===== config.mk =====
export PLATFORM = sky130hd
export DESIGN_NAME = eci_top
export DESIGN_NICKNAME = d
export VERILOG_FILES = /design/src/eci_pkg.sv /design/src/eci_chan.sv /design/src/eci_top.sv
export SDC_FILE = /design/constraint.sdc
export NUM_CORES = 2
export LEC_CHECK = 0
export ABC_AREA = 1
export BUFFER_PORTS_ARGS = -buffer_cell sky130_fd_sc_hd__buf_2
export CAP_MARGIN = 20
export CORE_MARGIN = 8
export CORE_UTILIZATION = 30
export CTS_CLUSTER_DIAMETER = 200
export CTS_CLUSTER_SIZE = 8
export DETAILED_ROUTE_END_ITERATION = 7
export PLACE_DENSITY = 0.55
export SLEW_MARGIN = 20
export SYNTH_ARGS = -nofsm -noshare
export SYNTH_HDL_FRONTEND = slang
export SYNTH_SLANG_ARGS = --single-unit

===== constraint.sdc =====
create_clock -name pclk -period 6 [get_ports pclk]
set_clock_uncertainty 0.1 [all_clocks]
set_input_delay 0.9 -clock pclk [delete_from_list [all_inputs] [get_ports pclk]]
set_output_delay 0.9 -clock pclk [all_outputs]
set_load 0.005 [all_outputs]

===== src/eci_pkg.sv =====
// Package: register map, field layout and carrier types for encoder control
package eci_pkg;
	localparam int          ECI_NCH      = 4;
	localparam int          ECI_NDIN     = 8;
	localparam int          ECI_CW       = 24;
	// Register byte offsets
	localparam logic [11:0] ECI_CTRL_OFS = 12'h000; // +0x10 per channel
	localparam logic [11:0] ECI_PRE_OFS  = 12'h004;
	localparam logic [11:0] ECI_MAT_OFS  = 12'h008;
	localparam logic [11:0] ECI_CNT_OFS  = 12'h00C;
	localparam logic [11:0] ECI_LAT_OFS  = 12'h040; // +0x4 per channel
	localparam logic [11:0] ECI_DIN_OFS  = 12'h050;
	localparam logic [11:0] ECI_STS_OFS  = 12'h054;
	localparam logic [11:0] ECI_MSK_OFS  = 12'h058;
	localparam logic [11:0] ECI_SWT_OFS  = 12'h05C;
	localparam logic [11:0] ECI_MAP_END  = 12'h060;
	// Control word fields
	localparam int          ECI_F_MODE   = 0;  // two bits
	localparam int          ECI_F_CHEN   = 2;
	localparam int          ECI_F_MEN    = 3;
	localparam int          ECI_F_IDXEN  = 4;
	localparam int          ECI_F_IOM    = 5;
	localparam int          ECI_F_PRIDX  = 6;
	localparam int          ECI_F_CAPEN  = 7;
	localparam int          ECI_CTRL_W   = 8;
	localparam logic [7:0]  ECI_CTRL_RST = 8'h00;
	localparam logic [23:0] ECI_PRE_RST  = 24'h0001F3;
	localparam logic [23:0] ECI_CNT_MAX  = 24'hFFFFFF;
	localparam logic [23:0] ECI_CNT_ZERO = 24'h000000;
	localparam logic [31:0] ECI_RD_ZERO  = 32'h00000000;

	typedef enum logic [1:0] {
		ECI_MODE_FREE,
		ECI_MODE_RANGE,
		ECI_MODE_NOREC,
		ECI_MODE_MODN
	} eci_mode_t;

	typedef struct packed {
		logic [ECI_CTRL_W-1:0] ctrl;
		logic [ECI_CW-1:0]     preset;
		logic [ECI_CW-1:0]     match;
		logic                  armed;
	} eci_cfg_t;

	typedef struct packed {
		logic [1:0] ab;
		logic       idx;
	} eci_enc_t;

	// Channel counter state
	typedef struct packed {
		logic [ECI_CW-1:0] count;
		logic [ECI_CW-1:0] latch;
		logic [1:0]        ab_q;
		logic              idx_q;
		logic              armed;
		logic              match_q;
		logic              match_p;
		logic              idx_p;
	} eci_ch_t;
endpackage : eci_pkg


===== src/eci_chan.sv =====
// One encoder channel: x4 quadrature counter, modes, index, match, capture
`timescale 1ns/100ps
`default_nettype none
module eci_chan
	import eci_pkg::*;
(
	input  wire logic                  pclk,      // System clock
	input  wire logic                  presetn,   // Async reset, low
	input  wire eci_enc_t              enc,       // Encoder pins
	input  wire logic [ECI_CTRL_W-1:0] ctrl,      // Control word
	input  wire logic [ECI_CW-1:0]     preset,    // Preset value
	input  wire logic [ECI_CW-1:0]     match,     // Match value
	input  wire logic                  ld,        // Software count load
	input  wire logic [ECI_CW-1:0]     ld_val,    // Load value
	input  wire logic                  trig_ext,  // Pin or software trigger
	output logic      [ECI_CW-1:0]     count,     // Counter value
	output logic      [ECI_CW-1:0]     latch,     // Output latch
	output logic                       match_ev,  // Match event pulse
	output logic                       idx_ev     // Index acted pulse
);
	eci_ch_t s;
	eci_ch_t next_s;

	// One quadrature step: +1, -1 or 0 from old/new AB state
	function automatic logic [1:0] eci_dir(input logic [1:0] o,
		input logic [1:0] n);
		logic fwd;
		fwd = (o == 2'h0 && n == 2'h1) || (o == 2'h1 && n == 2'h3) ||
			(o == 2'h3 && n == 2'h2) || (o == 2'h2 && n == 2'h0);
		if (o == n || (o ^ n) == 2'h3)
			eci_dir = 2'h0;
		else if (fwd)
			eci_dir = 2'h1;
		else
			eci_dir = 2'h2;
	endfunction

	// Next counter state
	always_comb
	begin
		logic [1:0]        d;
		logic [ECI_CW-1:0] c;
		logic              run;
		logic              idx_rise;
		logic              idx_live;
		logic [ECI_CW-1:0] lim;
		d = eci_dir(s.ab_q, enc.ab);
		c = s.count;
		run = ctrl[ECI_F_CHEN] && ctrl[ECI_F_MEN];
		lim = preset;
		idx_rise = enc.idx && !s.idx_q;
		idx_live = 1'b0;
		next_s = s;
		next_s.ab_q = enc.ab;
		next_s.idx_q = enc.idx;
		next_s.match_p = 1'b0;
		next_s.idx_p = 1'b0;
		if (run && d == 2'h1)
		begin
			unique case (eci_mode_t'(ctrl[ECI_F_MODE +: 2]))
				ECI_MODE_FREE:  c = s.count + 24'h000001;
				ECI_MODE_RANGE: c = (s.count >= lim) ? lim
					: s.count + 24'h000001;
				ECI_MODE_NOREC: c = (s.count == ECI_CNT_MAX) ? s.count
					: s.count + 24'h000001;
				ECI_MODE_MODN:  c = (s.count >= lim) ? ECI_CNT_ZERO
					: s.count + 24'h000001;
			endcase
		end
		else if (run && d == 2'h2)
		begin
			unique case (eci_mode_t'(ctrl[ECI_F_MODE +: 2]))
				ECI_MODE_FREE:  c = s.count - 24'h000001;
				ECI_MODE_RANGE: c = (s.count == ECI_CNT_ZERO) ? s.count
					: s.count - 24'h000001;
				ECI_MODE_NOREC: c = (s.count == ECI_CNT_ZERO) ? s.count
					: s.count - 24'h000001;
				ECI_MODE_MODN:  c = (s.count == ECI_CNT_ZERO) ? lim
					: s.count - 24'h000001;
			endcase
		end
		// Match compare and arming
		next_s.match_q = (s.count == match);
		if (s.count == match && !s.match_q)
			next_s.match_p = 1'b1;
		if (!ctrl[ECI_F_IOM])
			next_s.armed = 1'b0;
		else if (s.count == match)
			next_s.armed = 1'b1;
		idx_live = ctrl[ECI_F_IOM] ? s.armed : ctrl[ECI_F_IDXEN];
		if (idx_rise && idx_live && run)
		begin
			c = ctrl[ECI_F_PRIDX] ? preset : ECI_CNT_ZERO;
			next_s.idx_p = 1'b1;
			if (ctrl[ECI_F_IOM])
				next_s.armed = 1'b0;
		end
		if (ld)
			c = ld_val;
		next_s.count = c;
		// Capture on any trigger
		if (ctrl[ECI_F_CAPEN] && (trig_ext || s.match_p))
			next_s.latch = s.count;
	end

	always_ff @(posedge pclk or negedge presetn)
	begin
		if (!presetn)
			s <= '0;
		else
			s <= next_s;
	end

	assign count = s.count;
	assign latch = s.latch;
	assign match_ev = s.match_p;
	assign idx_ev = s.idx_p;

	// Counter frozen while master enable is low
	hold_cnt_a: assert property (@(posedge pclk) disable iff (!presetn)
		!ctrl[ECI_F_MEN] && !ld |=> $stable(s.count))
		else $error("count moved with enable low");
	dis_ch_a: assert property (@(posedge pclk) disable iff (!presetn)
		!ctrl[ECI_F_CHEN] && !ld |=> $stable(s.count))
		else $error("disabled channel counted");
	free_wrap_a: assert property (@(posedge pclk) disable iff (!presetn)
		ctrl[1:0] == 2'h0 && ctrl[ECI_F_CHEN] && ctrl[ECI_F_MEN] && !ld &&
		s.count == ECI_CNT_MAX && eci_dir(s.ab_q, enc.ab) == 2'h1 &&
		!(enc.idx && !s.idx_q) |=> s.count == ECI_CNT_ZERO)
		else $error("free counter did not wrap");
	norec_stop_a: assert property (@(posedge pclk) disable iff (!presetn)
		ctrl[1:0] == 2'h2 && s.count == ECI_CNT_MAX && !ld &&
		eci_dir(s.ab_q, enc.ab) != 2'h2 &&
		!(enc.idx && !s.idx_q) |=> s.count == ECI_CNT_MAX)
		else $error("non-recycle counter wrapped");
	modn_roll_a: assert property (@(posedge pclk) disable iff (!presetn)
		ctrl[1:0] == 2'h3 && ctrl[ECI_F_CHEN] && ctrl[ECI_F_MEN] && !ld &&
		s.count == preset && eci_dir(s.ab_q, enc.ab) == 2'h1 &&
		!(enc.idx && !s.idx_q) |=> s.count == ECI_CNT_ZERO)
		else $error("modulo-N did not roll");
	match_arm_a: assert property (@(posedge pclk) disable iff (!presetn)
		ctrl[ECI_F_IOM] && s.count == match |=> s.armed || s.idx_p)
		else $error("match did not arm index");
	idx_disarm_a: assert property (@(posedge pclk) disable iff (!presetn)
		ctrl[ECI_F_IOM] && s.idx_p && $past(s.count) != match
		|-> !s.armed)
		else $error("index left detection armed");
	match_pulse_a: assert property (@(posedge pclk) disable iff (!presetn)
		s.match_p |-> $past(s.count) == $past(match))
		else $error("match pulse without equality");
	cap_hold_a: assert property (@(posedge pclk) disable iff (!presetn)
		!ctrl[ECI_F_CAPEN] |=> $stable(s.latch))
		else $error("latch changed with capture off");
endmodule // eci_chan
`default_nettype wire


===== src/eci_top.sv =====
// Four-channel encoder counter with index, match and input triggers on APB
//
// Functional notes
// - Mode 1: preset acts as upper range limit.
// - Mode 2: counter stops at ends instead of wrapping.
// - Mode 3: modulo-N counter, N from preset.
// - Each of four channels has its own on/off enable.
// - Counter changes only while master count enable is set; a software count load changes it regardless.
// - Index acts only while index detection enabled, per preset-on-index.
// - With match-armed indexing, equality with match arms index detection.
// - Armed index resets or presets counter, then disarms until next match.
// - Without match-armed indexing, index follows ordinary index enable.
// - Each of eight input pins has a trigger enable.
// - Per-pin edge select: set means rising, clear means falling.
// - Capture enabled: any trigger copies counter into output latch.
// - Match trigger once each time counter becomes equal to 24-bit match value.
`timescale 1ns/100ps
`default_nettype none
module eci_top
	import eci_pkg::*;
(
	input  wire logic                pclk,     // APB clock, 50 MHz
	input  wire logic                presetn,  // Async reset, low
	input  wire logic                psel,     // APB select
	input  wire logic                penable,  // APB enable
	input  wire logic                pwrite,   // APB direction
	input  wire logic [11:0]         paddr,    // APB byte address
	input  wire logic [31:0]         pwdata,   // APB write data
	output logic      [31:0]         prdata,   // APB read data
	output logic                     pready,   // APB ready
	output logic                     pslverr,  // APB error
	input  wire eci_enc_t [ECI_NCH-1:0] enc,   // Encoder A/B/index pins
	input  wire logic [ECI_NDIN-1:0] din,      // Digital trigger pins
	output logic                     irq,      // Interrupt, high active
	output logic      [ECI_NCH-1:0]  trig_out  // Per-channel trigger pulse
);
	typedef struct packed {
		eci_cfg_t [ECI_NCH-1:0] cfg;
		logic [ECI_NDIN-1:0]    din_en;
		logic [ECI_NDIN-1:0]    din_rise;
		logic [ECI_NDIN-1:0]    sync1;
		logic [ECI_NDIN-1:0]    sync2;
		logic [ECI_NDIN-1:0]    sync3;
		logic [ECI_NDIN-1:0]    pin_trig;
		logic [15:0]            sts;
		logic [15:0]            msk;
		logic [ECI_NCH-1:0]     ld;
		logic [ECI_CW-1:0]      ld_val;
		logic [ECI_NCH-1:0]     sw_trig;
		logic [31:0]            rdata;
		logic                   ready;
		logic                   slverr;
		logic                   irq;
		logic [ECI_NCH-1:0]     tout;
	} eci_top_t;

	eci_top_t r;
	eci_top_t next_r;

	logic [ECI_NCH-1:0][ECI_CW-1:0] cnt;
	logic [ECI_NCH-1:0][ECI_CW-1:0] lat;
	logic [ECI_NCH-1:0]             m_ev;
	logic [ECI_NCH-1:0]             i_ev;
	logic [ECI_NCH-1:0]             trig_any;

	// Any pin trigger feeds every channel's capture; software trigger bit i feeds channel i only
	always_comb
	begin
		for (int i = 0; i < ECI_NCH; i++)
			trig_any[i] = (|r.pin_trig) || r.sw_trig[i];
	end

	generate
		for (genvar g = 0; g < ECI_NCH; g++)
		begin : g_ch
			eci_chan u_ch (
				.pclk     (pclk),
				.presetn  (presetn),
				.enc      (enc[g]),
				.ctrl     (r.cfg[g].ctrl),
				.preset   (r.cfg[g].preset),
				.match    (r.cfg[g].match),
				.ld       (r.ld[g]),
				.ld_val   (r.ld_val),
				.trig_ext (trig_any[g]),
				.count    (cnt[g]),
				.latch    (lat[g]),
				.match_ev (m_ev[g]),
				.idx_ev   (i_ev[g])
			);
		end
	endgenerate

	// Channel index of a per-channel register, from the address
	function automatic logic [1:0] eci_chsel(input logic [11:0] a);
		eci_chsel = a[5:4];
	endfunction

	// Word within a channel group
	function automatic logic [11:0] eci_word(input logic [11:0] a);
		eci_word = {8'h00, a[3:0]};
	endfunction

	// Registers, pin triggers, APB slave and interrupt
	always_comb
	begin
		logic       acc;
		logic       wr;
		logic [1:0] ch;
		logic [15:0] ev;
		next_r = r;
		acc = psel && !penable;
		wr = acc && pwrite;
		ch = eci_chsel(paddr);
		ev = {8'h00, i_ev, m_ev};
		next_r.ld = '0;
		next_r.sw_trig = '0;
		next_r.ready = 1'b0;
		next_r.slverr = 1'b0;
		// Two-flop sync, third flop for edge compare
		next_r.sync1 = din;
		next_r.sync2 = r.sync1;
		next_r.sync3 = r.sync2;
		next_r.pin_trig = r.din_en &
			((r.sync2 & ~r.sync3 & r.din_rise) |
			(~r.sync2 & r.sync3 & ~r.din_rise));
		next_r.tout = m_ev;
		// Setup cycle decodes; answer comes in the access cycle
		if (acc)
		begin
			next_r.ready = 1'b1;
			next_r.rdata = ECI_RD_ZERO;
			if (paddr[1:0] != 2'h0 || paddr >= ECI_MAP_END)
				next_r.slverr = 1'b1;
			else if (paddr < ECI_LAT_OFS)
			begin
				unique case (eci_word(paddr))
					ECI_CTRL_OFS:
					begin
						next_r.rdata = {24'h000000, r.cfg[ch].ctrl};
						// Full word write; mode-only changes rely on
						// software read-modify-write of this word.
						if (wr)
							next_r.cfg[ch].ctrl = pwdata[ECI_CTRL_W-1:0];
					end
					ECI_PRE_OFS:
					begin
						next_r.rdata = {8'h00, r.cfg[ch].preset};
						if (wr)
							next_r.cfg[ch].preset = pwdata[ECI_CW-1:0];
					end
					ECI_MAT_OFS:
					begin
						next_r.rdata = {8'h00, r.cfg[ch].match};
						if (wr)
							next_r.cfg[ch].match = pwdata[ECI_CW-1:0];
					end
					ECI_CNT_OFS:
					begin
						next_r.rdata = {8'h00, cnt[ch]};
						if (wr)
						begin
							next_r.ld[ch] = 1'b1;
							next_r.ld_val = pwdata[ECI_CW-1:0];
						end
					end
					default: next_r.slverr = 1'b1;
				endcase
			end
			else if (paddr < ECI_DIN_OFS)
				next_r.rdata = {8'h00, lat[paddr[3:2]]};
			else
			begin
				unique case (paddr)
					ECI_DIN_OFS:
					begin
						next_r.rdata = {16'h0000, r.din_rise, r.din_en};
						if (wr)
						begin
							next_r.din_en = pwdata[7:0];
							next_r.din_rise = pwdata[15:8];
						end
					end
					ECI_STS_OFS: next_r.rdata = {16'h0000, r.sts};
					ECI_MSK_OFS:
					begin
						next_r.rdata = {16'h0000, r.msk};
						if (wr)
							next_r.msk = pwdata[15:0];
					end
					ECI_SWT_OFS:
						if (wr)
							next_r.sw_trig = pwdata[ECI_NCH-1:0];
					default: next_r.slverr = 1'b1;
				endcase
			end
		end
		// Sticky events: write one clears, a new event wins
		if (wr && paddr == ECI_STS_OFS)
			next_r.sts = r.sts & ~pwdata[15:0];
		next_r.sts = next_r.sts | ev;
		next_r.irq = |(next_r.sts & next_r.msk);
	end

	always_ff @(posedge pclk or negedge presetn)
	begin
		if (!presetn)
		begin
			r <= '0;
			for (int i = 0; i < ECI_NCH; i++)
				r.cfg[i].preset <= ECI_PRE_RST;
		end
		else
			r <= next_r;
	end

	assign prdata = r.rdata;
	assign pready = r.ready;
	assign pslverr = r.slverr;
	assign irq = r.irq;
	assign trig_out = r.tout;

	// Pin trigger is a single pulse per edge
	pin_pulse_a: assert property (@(posedge pclk) disable iff (!presetn)
		r.pin_trig[0] |=> !r.pin_trig[0])
		else $error("pin trigger longer than one cycle");
	pin_gate_a: assert property (@(posedge pclk) disable iff (!presetn)
		!r.din_en[0] |=> !r.pin_trig[0])
		else $error("disabled pin fired");
	pin_edge_a: assert property (@(posedge pclk) disable iff (!presetn)
		r.pin_trig[0] |-> $past(r.sync2[0]) == $past(r.din_rise[0]))
		else $error("pin fired on wrong edge");
	sts_sticky_a: assert property (@(posedge pclk) disable iff (!presetn)
		r.sts[0] && !(psel && !penable && pwrite) |=> r.sts[0])
		else $error("status bit lost");
endmodule // eci_top
`default_nettype wire


==> out/qor.txt <==
# IOs: 108
Simple-Gate Fraction of Synth Area: 28.73%
Root Driver: clkbuf_16
PortBufs: 91
sequential share of the synthesized area: 35.27%
First-pass DRT Iterations: 8
Synth Instances: 6128
Required @ worst endpoint: 6.45 ns
Syn Area/Cell: 6.813 um^2
Core ar.: 138800 um^2
post-DP HPWL: 141.3 mm
min Tclk post-route: 3.749 ns
final WL: 189.3 mm
FILL cells: 15160
clock sink count: 587
mux contribution to synthesized area: 0.2517%
Synth Warn #: 0
overall die width: 389.1 um
Yosys cell types: 59
number of CTS-inserted buffers: 83
initial core utilization: 30.07%
combined area of all synthesized cells: 41750 um^2
commonest non-fill, non-tap cell in the layout: nand2_1
register share of total power: 41.9%
Main synth FF type: dfrtp_1
RD Place Congestion: 1.017
Post-Synth XOR/XNOR Area: 3.566%
share of post-route cells with drive strength above 1: 7.087%
largest family of logic cells by synthesized area: simple AND/OR/NAND/NOR gates
sw power: 3.236 mW
Lkg Pwr: 23.21 nW
CP Launch Type: flop
Slew HR: 9.697%
number of enable flip-flop cells after synthesis: 0
Final Hold Viols: 0
Sw Share: 31.51%
global-route wire length before repair: 273.3 mm
via count: 42350
Max Root-Sink Buffers: 3
# Post-CTS Setup Buffers: 0
Max Cap Viol: 0
Tot GR Track Use: 23.97%
drt initial violations: 5143
row count: 137
RSZ-0062 raised after global routing: false
Multi-input gate area: 22230 um^2
CP Class: reg2reg
crit end category: flop
Vias/cell: 5.406
initial antenna violation count: 7
Post-CTS Hold Fix Bufs: 0
Fmax achieved: 0.2668 GHz
Logic pwr share: 14.8%
fraction of registers with async set/reset: 100.0%
post-DR wirelength/cell: 24.17 um
CTS resizes: 0
status: finished clean
post-synthesis compound-gate area fraction: 16.85%
area grow syn2layout: 9.026%
Worst-Margin Slew: 1.340 ns
Die ar.: 151400 um^2
clk_lat worst skew: 0.66 ns
pin count of the biggest net entering global routing: 154
Max Slew Vio Count: 0
commonest non-fill, non-tap cells in the layout: nand2_1, inv_1, nor2_1, dfrtp_1, o21ai_0
period utilisation layout: 62.48%
peak fanout along the critical path: 25
Adder-Cell Fraction of Synth Area: 3.596%
crit path DAT: 4.20 ns
pwr/cell area: 225.6 nW/um^2
Clock Power Share: 43.3%
Setup Viol. Count Final: 0
grt ovf: 0
CTS H-tree lvls: 3
Pint: 7.033 mW
Min-Delay Path Class: in2async
Worst-path clk slew: 0.05 ns
chip height: 389.1 um
Final ANT Viol Nets: 0
drt drc: 0
final worst setup slack: 2.251 ns
VDD IR max: 244.9 uV
Place WS: 1.993 ns
Nets: 6171
Yosys reg bits: 587
vias in the first global route: 39120
TritonCTS clock tree: built
Reg area: 14720 um^2
Fin Setup TNS: 0 ns
==> stage by stage <==
stage,cell area [um^2],hold slack (ns),utilization [%],instances,power [mW]
4_1_cts,45490,0.2214,32.76,7831,10.30
3_5_place_dp,43190,0.2355,31.10,7703,5.838
3_3_place_gp,43160,0.2383,31.09,7702,5.828
5_1_grt,45520,0.2438,32.78,7832,10.64
2_1_floorplan,41780,0.2312,-,6135,5.255
6_report,45520,0.2044,32.79,7834,10.27
==> critical path, cell delays in order (launching register included) <==
cell,delay [ns]
dfrtp_1,0.59
inv_1,0.33
ha_1,0.38
nand2_1,0.04
nand2_1,0.08
nand2_1,0.05
nand2_1,0.07
nand2_1,0.05
nand2_1,0.10
nand2_1,0.07
nand2_1,0.06
buf_4,0.32
nand2_1,0.69
nand2_1,0.33
nand3_1,0.10
nand2_1,0.09
nand2_1,0.05
nand2_1,0.05
nand2_1,0.05
==> power by group through the flow <==
stage	Sequential [mW]	Combinational, mW	Clock, mW
after floorplan	4.19	1.06	0
after global placement	4.36	1.47	0
after detailed placement	4.36	1.48	0
after CTS	4.29	1.49	4.52
after global routing	4.32	1.65	4.68
final	4.30	1.52	4.45
==> area by class of cell <==
type | instances | area share, %
diodes | 2 | 0.01099
flip-flops and latches | 587 | 32.35
multi-input cells | 4393 | 48.83
repair buffers | 163 | 2.556
clock inverters | 6 | 0.1704
clock buffers | 122 | 4.884
well taps | 1807 | 4.967
inverters | 754 | 6.239
==> cell usage after synthesis, types with 8 or more instances <==
cell type,n,share of area [%]
o22ai_1,255,3.8
o21a_1,10,0.18
o21ai_1,50,0.60
nor2_2,34,0.51
a22oi_1,25,0.45
nor2_1,637,5.7
clkbuf_1,177,1.6
o2111ai_1,12,0.25
dfstp_2,28,1.8
nand2_2,11,0.16
inv_2,25,0.22
o221ai_1,8,0.17
nand2_1,1560,14
dfrtp_1,559,34
buf_4,63,1.1
nor3_2,10,0.24
buf_1,29,0.26
or2_2,9,0.13
o211ai_1,99,1.8
inv_1,714,6.4
buf_6,19,0.51
nand3_1,381,4.6
xor2_1,123,2.6
ha_1,120,3.6
nand3b_1,11,0.20
nand4_1,77,1.2
nor3_1,55,0.66
clkinv_1,13,0.12
o21ai_0,446,5.3
nor2_4,16,0.43
a21oi_1,329,3.9
buf_2,110,1.3
xnor2_1,47,0.99
==> per-layer routing <==
| metal | GRT usage, % | routed length [um] | vias to the layer above |
|---|---|---|---|
| met5 | 0 | 32 | - |
| met4 | 13.55 | 12710 | 4 |
| met3 | 5.134 | 17800 | 437 |
| met2 | 35.98 | 80360 | 2086 |
| met1 | 31.90 | 78450 | 20220 |
| li1 | - | - | 19610 |
==> path summary, 6_finish.rpt <==
check | from | endpoint | slack (ns) | cells past startpoint
hold / removal | presetn | g_ch[3].u_ch.count[2]$_DFFE_PN0P_ | 0.20 | 1
hold reg to reg | next_r[122]$_DFF_PN0_ | next_r[114]$_DFF_PN0_ | 0.25 | 0
max in group asynchronous | presetn | asynchronous set/reset pin | 4.06 | 2
setup / recovery | g_ch[0].u_ch.count[0]$_DFFE_PN0P_ | g_ch[0].u_ch.count[17]$_DFFE_PN0P_ | 2.25 | 18
min in group pclk | next_r[122]$_DFF_PN0_ | next_r[114]$_DFF_PN0_ | 0.25 | 0
setup reg to reg | g_ch[0].u_ch.count[0]$_DFFE_PN0P_ | g_ch[0].u_ch.count[17]$_DFFE_PN0P_ | 2.25 | 18
==> cells by family (layout without fill, tap and decap cells) <==
| logic type | after synthesis | in the layout |
|---|---|---|
| AOI/OAI and AO/OA | 1248 | 1248 |
| other | 1 | 10 |
| buffers and inverters | 1155 | 1045 |
| and+or+nand+nor | 2837 | 2837 |
| adders and majority gates | 120 | 120 |
| muxes | 10 | 10 |
| xor gates and xnor gates | 170 | 170 |
| DFF | 587 | 587 |
No activity file was read; power rests on OpenSTA's default activity.
